--- config.mk ---
export PLATFORM = sky130hd
export DESIGN_NAME = bsf_sequencer
export DESIGN_NICKNAME = d
export VERILOG_FILES = /design/src/hw/bsf_pkg.sv /design/src/hw/bsf_sequencer.sv
export VERILOG_INCLUDE_DIRS = /design/src /design/src/hw
export SDC_FILE = /design/constraint.sdc
export NUM_CORES = 1
export LEC_CHECK = 0
export ABC_CLOCK_PERIOD_IN_PS = 9300
export BUFFER_PORTS_ARGS = -buffer_cell sky130_fd_sc_hd__clkbuf_2
export CAP_MARGIN = 15
export CORE_MARGIN = 2
export CORE_UTILIZATION = 30
export CTS_CLUSTER_DIAMETER = 30
export CTS_CLUSTER_SIZE = 16
export DETAILED_ROUTE_END_ITERATION = 10
export GPL_ROUTABILITY_DRIVEN = 0
export PLACE_DENSITY = 0.43
export SYNTH_ARGS = -nofsm -noshare
export SYNTH_HDL_FRONTEND = slang
export SYNTH_SLANG_ARGS = --single-unit
--- constraint.sdc ---
create_clock -name i_core_clk -period 9.3 [get_ports i_core_clk]
set_input_delay 0.465 -clock i_core_clk [delete_from_list [all_inputs] [get_ports i_core_clk]]
set_output_delay 0.465 -clock i_core_clk [all_outputs]
set_load 0.01 [all_outputs]
--- src/hw/bsf_cfg.svh ---
// Purpose: constants for the buck switch and fault sequencer
// Assumes: 20 MHz core clock
// Notes: times are given in their own unit, cycle counts derive from them
// Functional notes
// - high side on each cycle start, off on peak trip, dead time, then low side
// - without external sync, cycles come from an internal 750kHz oscillator
// - lock to sync rising edges from the first pulse; source stays 500-1000kHz
// - no sync edge for four cycles reverts to internal oscillator without a gap
// - converter-on high starts a 5.5ms soft-start ramp, then full regulation
// - converter-on low holds shutdown: switches, drivers, reference, oscillator off
// - low supply lockout active keeps the converter from starting
// - regulation ok high only while enabled and output within 8.0 percent
// - 4-bit overcurrent counter sampled at cycle end, saturates at 1111 and 0000
// - counter at 1111 shuts switching off and resets the soft-start
// - after overcurrent shutdown wait 16 switching cycles, then restart with soft-start
// - overvoltage for 32 consecutive cycles shuts off and restarts soft-start
`ifndef BSF_CFG_SVH
`define BSF_CFG_SVH
`define BSF_CORE_CLK_KHZ 20000
`define BSF_OSC_KHZ 750
`define BSF_OSC_PERIOD_CYC (`BSF_CORE_CLK_KHZ / `BSF_OSC_KHZ)
`define BSF_SYNC_MIN_KHZ 500
`define BSF_SYNC_MAX_KHZ 1000
`define BSF_SYNC_MAX_PERIOD_CYC (`BSF_CORE_CLK_KHZ / `BSF_SYNC_MIN_KHZ)
`define BSF_SYNC_LOSS_PERIODS 4
`define BSF_SYNC_LOSS_CYC (`BSF_SYNC_LOSS_PERIODS * `BSF_OSC_PERIOD_CYC)
`define BSF_SS_TIME_US 5500
`define BSF_SS_CYCLES ((`BSF_SS_TIME_US * `BSF_OSC_KHZ) / 1000)
`define BSF_DEAD_TIME_NS 100
`define BSF_DEAD_CYC ((`BSF_DEAD_TIME_NS * `BSF_CORE_CLK_KHZ + 999999) / 1000000)
`define BSF_OC_MAX 4'hF
`define BSF_OC_RESTART_CYC 16
`define BSF_OV_LIMIT 32
`define BSF_SS_SHIFT 7
`endif

--- src/hw/bsf_pkg.sv ---
// Purpose: types for the buck switch and fault sequencer
// Assumes: nothing
// Notes: one-hot codes for the sequencer and the switch phase
package bsf_pkg;
   typedef enum logic [3:0] {
      ST_OFF = 4'h1,
      ST_RAMP = 4'h2,
      ST_RUN = 4'h4,
      ST_FAULT = 4'h8
   } bsf_state_e;
   typedef enum logic [3:0] {
      PH_IDLE = 4'h1,
      PH_HS = 4'h2,
      PH_DT = 4'h4,
      PH_LS = 4'h8
   } bsf_phase_e;
   typedef struct packed {
      logic conv_on;
      logic low_supply_lockout;
      logic peak_trip;
      logic overcurrent;
      logic overvoltage;
      logic in_window;
      logic sync_clk;
   } bsf_pins_s;
   typedef struct packed {
      logic hs_on;
      logic ls_on;
   } bsf_drive_s;
endpackage

--- src/hw/bsf_sequencer.sv ---
// Purpose: switch sequencing, clock selection, soft-start and fault handling
// Assumes: all pin inputs asynchronous; one 20 MHz clock
// Notes: switching cycle length comes from the internal oscillator or sync edges
`include "bsf_cfg.svh"
module bsf_sequencer #(
   parameter int SS_CYCLES = `BSF_SS_CYCLES
) (
   input wire logic i_core_clk,
   input wire logic i_srst,
   input wire bsf_pkg::bsf_pins_s i_pins,
   output bsf_pkg::bsf_drive_s o_drive,
   output logic o_regulation_ok_output,
   output logic o_osc_run,
   output logic o_ref_en,
   output logic o_ext_sync_active,
   output logic o_ss_active,
   output logic [3:0] o_oc_count
);
   localparam int OSC_W = 5;
   localparam int LOSS_W = 7;

   // three-stage pin filter
   logic [6:0] s1_q, s2_q, s3_q, stab_q, stab_d;
   bsf_pkg::bsf_pins_s pin;
   always_comb begin
      stab_d = (~(s2_q ^ s3_q) & s3_q) | ((s2_q ^ s3_q) & stab_q);
   end
   always_ff @(posedge i_core_clk) begin
      if (i_srst) begin
         s1_q <= 7'h00;
         s2_q <= 7'h00;
         s3_q <= 7'h00;
         stab_q <= 7'h00;
      end else begin
         s1_q <= i_pins;
         s2_q <= s1_q;
         s3_q <= s2_q;
         stab_q <= stab_d;
      end
   end
   assign pin = stab_q;

   logic en;
   assign en = pin.conv_on & ~pin.low_supply_lockout;

   // clock selection
   logic [OSC_W-1:0] osc_q, osc_d;
   logic [LOSS_W-1:0] loss_q, loss_d;
   logic ext_q, ext_d, sprev_q, sprev_d;
   logic sync_edge, osc_wrap, cyc_start;
   // last measured sync period, slowest legal period until measured
   logic [5:0] per_q, per_d;
   logic miss, late;
   always_comb begin
      sync_edge = pin.sync_clk & ~sprev_q;
      osc_wrap = (osc_q == OSC_W'(`BSF_OSC_PERIOD_CYC - 1));
      // stand-in cycle when an expected sync edge is missing
      miss = ext_q & ~sync_edge & (loss_q == LOSS_W'(per_q) + LOSS_W'(1));
      late = ext_q & (loss_q > LOSS_W'(per_q) + LOSS_W'(1));
      sprev_d = pin.sync_clk;
      per_d = per_q;
      osc_d = osc_q;
      loss_d = loss_q;
      ext_d = ext_q;
      cyc_start = 1'b0;
      if (!en) begin
         osc_d = '0;
         loss_d = '0;
         ext_d = 1'b0;
         per_d = 6'(`BSF_SYNC_MAX_PERIOD_CYC);
      end else begin
         osc_d = osc_wrap ? '0 : osc_q + OSC_W'(1);
         if (sync_edge) begin
            // realign so a later fallback continues in phase
            osc_d = '0;
            loss_d = '0;
            ext_d = 1'b1;
            if (ext_q) begin
               per_d = (loss_q < LOSS_W'(`BSF_SYNC_MAX_PERIOD_CYC)) ? 6'(loss_q + LOSS_W'(1)) :
                  6'(`BSF_SYNC_MAX_PERIOD_CYC);
            end
         end else if (ext_q) begin
            if (miss) begin
               // later stand-ins follow the internal period
               osc_d = '0;
            end
            if (loss_q == LOSS_W'(`BSF_SYNC_LOSS_CYC - 1)) begin
               ext_d = 1'b0;
            end else begin
               loss_d = loss_q + LOSS_W'(1);
            end
         end
         cyc_start = sync_edge | miss | (osc_wrap & (~ext_q | late));
      end
   end
   always_ff @(posedge i_core_clk) begin
      if (i_srst) begin
         osc_q <= '0;
         loss_q <= '0;
         ext_q <= 1'b0;
         sprev_q <= 1'b0;
         per_q <= 6'(`BSF_SYNC_MAX_PERIOD_CYC);
      end else begin
         osc_q <= osc_d;
         loss_q <= loss_d;
         ext_q <= ext_d;
         sprev_q <= sprev_d;
         per_q <= per_d;
      end
   end

   // sequencer state
   bsf_pkg::bsf_state_e st_q, st_d;
   logic [12:0] ss_q, ss_d;
   logic [3:0] oc_q, oc_d, oc_nx;
   logic [5:0] ov_q, ov_d, ov_nx;
   logic [4:0] flt_q, flt_d;
   logic active, smp, oc_trip, ov_trip;
   always_comb begin
      active = (st_q == bsf_pkg::ST_RAMP) || (st_q == bsf_pkg::ST_RUN);
      smp = active & cyc_start;
      if (pin.overcurrent) begin
         oc_nx = (oc_q == `BSF_OC_MAX) ? oc_q : oc_q + 4'h1;
      end else begin
         oc_nx = (oc_q == 4'h0) ? oc_q : oc_q - 4'h1;
      end
      ov_nx = pin.overvoltage ? ov_q + 6'h01 : 6'h00;
      oc_trip = smp & (oc_nx == `BSF_OC_MAX);
      ov_trip = smp & (ov_nx == 6'(`BSF_OV_LIMIT));
      st_d = st_q;
      ss_d = ss_q;
      oc_d = oc_q;
      ov_d = ov_q;
      flt_d = flt_q;
      if (!en) begin
         st_d = bsf_pkg::ST_OFF;
         ss_d = '0;
         oc_d = '0;
         ov_d = '0;
         flt_d = '0;
      end else begin
         unique case (st_q)
            bsf_pkg::ST_OFF: begin
               st_d = bsf_pkg::ST_RAMP;
               ss_d = '0;
            end
            bsf_pkg::ST_RAMP, bsf_pkg::ST_RUN: begin
               if (smp) begin
                  oc_d = oc_nx;
                  ov_d = ov_nx;
               end
               if (oc_trip) begin
                  st_d = bsf_pkg::ST_FAULT;
                  ss_d = '0;
                  flt_d = '0;
               end else if (ov_trip) begin
                  st_d = bsf_pkg::ST_RAMP;
                  ss_d = '0;
                  ov_d = '0;
               end else if (st_q == bsf_pkg::ST_RAMP && smp) begin
                  if (ss_q == 13'(SS_CYCLES - 1)) begin
                     st_d = bsf_pkg::ST_RUN;
                  end else begin
                     ss_d = ss_q + 13'h0001;
                  end
               end
            end
            bsf_pkg::ST_FAULT: begin
               if (cyc_start) begin
                  if (flt_q == 5'(`BSF_OC_RESTART_CYC - 1)) begin
                     st_d = bsf_pkg::ST_RAMP;
                     ss_d = '0;
                     oc_d = '0;
                     ov_d = '0;
                  end else begin
                     flt_d = flt_q + 5'h01;
                  end
               end
            end
            default: begin
               st_d = bsf_pkg::ST_OFF;
            end
         endcase
      end
   end
   always_ff @(posedge i_core_clk) begin
      if (i_srst) begin
         st_q <= bsf_pkg::ST_OFF;
         ss_q <= '0;
         oc_q <= '0;
         ov_q <= '0;
         flt_q <= '0;
      end else begin
         st_q <= st_d;
         ss_q <= ss_d;
         oc_q <= oc_d;
         ov_q <= ov_d;
         flt_q <= flt_d;
      end
   end

   // switch phase within a cycle
   bsf_pkg::bsf_phase_e ph_q, ph_d;
   logic [4:0] ont_q, ont_d, lim;
   logic [1:0] dt_q, dt_d;
   always_comb begin
      // soft-start caps the high-side on-time as the ramp advances
      lim = ss_q[`BSF_SS_SHIFT +: 5] + 5'h01;
      ph_d = ph_q;
      ont_d = ont_q;
      dt_d = dt_q;
      if (!en || !active || oc_trip || ov_trip) begin
         ph_d = bsf_pkg::PH_IDLE;
         ont_d = '0;
         dt_d = '0;
      end else if (cyc_start && st_d != bsf_pkg::ST_FAULT) begin
         ph_d = bsf_pkg::PH_HS;
         ont_d = '0;
      end else begin
         unique case (ph_q)
            bsf_pkg::PH_IDLE: ph_d = bsf_pkg::PH_IDLE;
            bsf_pkg::PH_HS: begin
               ont_d = (ont_q == 5'h1F) ? ont_q : ont_q + 5'h01;
               if (pin.peak_trip || (st_q == bsf_pkg::ST_RAMP && ont_q >= lim)) begin
                  ph_d = bsf_pkg::PH_DT;
                  dt_d = '0;
               end
            end
            bsf_pkg::PH_DT: begin
               if (dt_q == 2'(`BSF_DEAD_CYC - 1)) begin
                  ph_d = bsf_pkg::PH_LS;
               end else begin
                  dt_d = dt_q + 2'h1;
               end
            end
            bsf_pkg::PH_LS: ph_d = bsf_pkg::PH_LS;
            default: ph_d = bsf_pkg::PH_IDLE;
         endcase
      end
   end
   always_ff @(posedge i_core_clk) begin
      if (i_srst) begin
         ph_q <= bsf_pkg::PH_IDLE;
         ont_q <= '0;
         dt_q <= '0;
      end else begin
         ph_q <= ph_d;
         ont_q <= ont_d;
         dt_q <= dt_d;
      end
   end

   // registered outputs
   bsf_pkg::bsf_drive_s drv_q, drv_d;
   logic pg_q, pg_d;
   always_comb begin
      drv_d.hs_on = (ph_d == bsf_pkg::PH_HS);
      drv_d.ls_on = (ph_d == bsf_pkg::PH_LS);
      pg_d = en & (st_d != bsf_pkg::ST_OFF) & pin.in_window;
   end
   always_ff @(posedge i_core_clk) begin
      if (i_srst) begin
         drv_q <= '0;
         pg_q <= 1'b0;
      end else begin
         drv_q <= drv_d;
         pg_q <= pg_d;
      end
   end

   assign o_drive = drv_q;
   assign o_regulation_ok_output = pg_q;
   assign o_osc_run = (st_q != bsf_pkg::ST_OFF);
   assign o_ref_en = (st_q != bsf_pkg::ST_OFF);
   assign o_ext_sync_active = ext_q;
   assign o_ss_active = (st_q == bsf_pkg::ST_RAMP);
   assign o_oc_count = oc_q;
endmodule // bsf_sequencer

==> reports/results.tsv <==
metric	value	unit
status	finished clean	
pwr/cell area	151.0	mW/mm^2
largest fanout on the critical path	16	
Starting Density	0.3090	
Rows	45	
Hold-fix buffers, CTS	0	
fin. max-slew vios	0	
area post-placement	0.004990	mm^2
setup repair bufs after CTS	0	
Hold/Removal Path Class	in2reg	
Vias	3731	
Post-Syn Nets	572	
Post-Place Worst Slack	5.841	ns
most common cell in the synthesized netlist	dfxtp_1	
Static Leakage	1.883	nW
clock root buffer	clkbuf_16	
WP data required	9.55	ns
I/O Buffers	19	
die width	129.4	um
Crit path largest cell delay	0.49	ns
fin area	0.005303	mm^2
top cells by count, synth	dfxtp_1 (94), nor2_1 (49), nand2_1 (39), a21oi_1 (30), o21ai_0 (29)	
CTS Buffer Depth	2	
die span in y	129.4	um
clk_skew	0.01072	ns
slew margin rel.	0.4568	
CTS clk-pin slew, worst paths	0.07	ns
Non-Filler Instances	763	
final hold vios	0	
FILL cells	1578	
register area share after synthesis	0.3992	
ANT cells	0	
cells along the critical path	ha_1, nand3_1, or2_2, ha_1, nand4_1, a21oi_1, o21ai_0, nand2_1, o21ai_0, or3_1, a221oi_1	
synthesized instance count	536	
Worst setup SP type	register	
top cells by area, synth	dfxtp_1 (40%), ha_1 (7.2%), nor2_1 (3.9%)	
post-synthesis cell type count	68	
layout cells sized above 1	0.1123	
unrepaired setup endpoints after global routing	no	
CTS resizes	0	
WS Path Type	reg2reg	
final net count	583	
Synth Register Bits	94	
DP Cell Count	747	
GR Overflow Total	0	
first-pass GRT wire length	17340	um
Synth Warn #	0	
final total negative setup slack	0	ns
async set or reset register ratio after synthesis	0	
Avg Cell Area, Syn	8.796	um^2
fin crit period	3.465	ns
crit path max-delay cell type	nand2_1	
H-tree levels	3	
Die Outline Area	0.01673	mm^2
area of the core	0.01526	mm^2
Pre-Repair DR Iteration Count	4	
CTS tree	built	
top cell type's share of synthesized area	0.3992	
Area Growth Syn to Fin	12.47	%
initial antenna violation count	0	
drt drc	0	
# setup viols final	0	
highest achievable clock rate	288.6	MHz
Peak VDD IR	0.08101	mV
cell taking the most area after synthesis	dfxtp_1	
Post-Route WL	10190	um
worst setup margin	5.835	ns
CP Data Arrival Time	3.72	ns
Ports	20	
First DRT Iteration DRCs	188	
number of global-route vias before repair	3593	
Max-Cap Viols	0	
WL/cell	13.36	um
post-route ant nets	0	
final core utilization	0.3475	
EDFF count, synth	0	
vias per cell	4.890	
Critical Path Sink Type	register	
Worst Max-Slew Pin Slew	0.8063	ns
largest net degree at the start of global routing	34	
Final Cycle Share	0.3726	
Synth Cell Area	0.004715	mm^2
All-Layer GR Usage	0.1297	
ys flop type	dfxtp_1	
TritonCTS sink count	94	
DPL Wire Length	7208	um
clk_lat worst skew	0.35	ns
CTS Buf Count	9	
## per-layer routing
metal | part of all wire | track usage
met2 | 0.44 | 0.1997
met3 | 0.029 | 0.02230
met1 | 0.52 | 0.1799
met5 | 0 | 0
met4 | 0.015 | 0.05371
## report_power, final
group          internal (W)  switching (W)  leakage [nW]
combinational    0.00000343     0.00000335         0.968
clock              0.000215       0.000171         0.154
sequential         0.000406     0.00000134         0.761
## critical path: cells and delay by family (launching register included)
family,cells,cell delay [ns]
adders and majority gates,2,0.49
AOI/OAI and AO/OA,4,1.02
and+or+nand+nor,5,1.47
DFF,1,0.39
## cells in the final DEF, fill, tap and decap left out, types with 9 or more instances in the layout
cell       synthesis  layout
dfxtp_1           94      94
nor2_1            49      49
nand2_1           39      39
a21oi_1           30      30
o21ai_0           29      29
nand3_1           28      28
nor2b_1           28      28
ha_1              27      27
inv_1             19      19
clkbuf_2           1      19
xor2_1            15      15
and3_1            13      13
xnor2_1           11      11
nor3_1            11      11
nand3b_1           9       9
nor4_1             9       9
clkbuf_16          0       9
## per-stage QoR
| stage | total power (W) | hold slack [ns] |
|---|---|---|
| final | 0.0008006 | 0.3282 |
| after global routing | 0.0008342 | 0.3248 |
| after CTS | 0.0008174 | 0.3127 |
| after detailed placement | 0.0004238 | 0.4289 |
| after global placement | 0.0004234 | 0.4186 |
| after floorplan | 0.0004209 | 0.4138 |
## cell type report
class | instances | area [um^2] | area share
multi-input cells | 404 | 2678 | 0.5050
flip-flops and latches | 94 | 1882 | 0.3549
well taps | 211 | 264.0 | 0.04979
clock buffers | 9 | 225.2 | 0.04247
repair buffers | 19 | 95.09 | 0.01793
clock inverters | 7 | 87.58 | 0.01652
inverters | 19 | 71.32 | 0.01345
## flip-flops by register name, summed over array words and instances (netlist names), 2 cells and up, named ones only
| name | flops |
|---|---|
| flt_q | 5 |
| s3_q | 7 |
| ov_q | 6 |
| loss_q | 7 |
| ont_q | 5 |
| dt_q | 2 |
| ph_q | 4 |
| ss_q | 13 |
| s1_q | 7 |
| s2_q | 7 |
| o_oc_count | 4 |
| per_q | 6 |
| o_drive | 2 |
| st_q | 4 |
| osc_q | 5 |
## worst paths after layout
check / from / to / slack, ns / cells past startpoint
worst max register to register: per_q[0] / o_oc_count[1] / 5.83 / 11
worst min-delay path: i_pins[6] / s1_q[6] / 0.33 / 2
worst max-delay path: per_q[0] / o_oc_count[1] / 5.83 / 11
worst min register to register: s1_q[5] / s2_q[5] / 0.44 / 1
## kinds of logic (layout without fill, tap and decap cells)
kind of cell | count (synthesis) | in the layout | synth area share
multiplexers | 6 | 6 | 0.01327
buffers and inverters | 38 | 54 | 0.03291
AND/OR/NAND/NOR | 232 | 232 | 0.2755
AO/OA/AOI/OAI | 113 | 113 | 0.1592
adder cells (fa/ha/maj) | 27 | 27 | 0.07166
XOR/XNOR | 26 | 26 | 0.04830
flip-flops | 94 | 94 | 0.3991
Power figures use the tool's default switching activity.
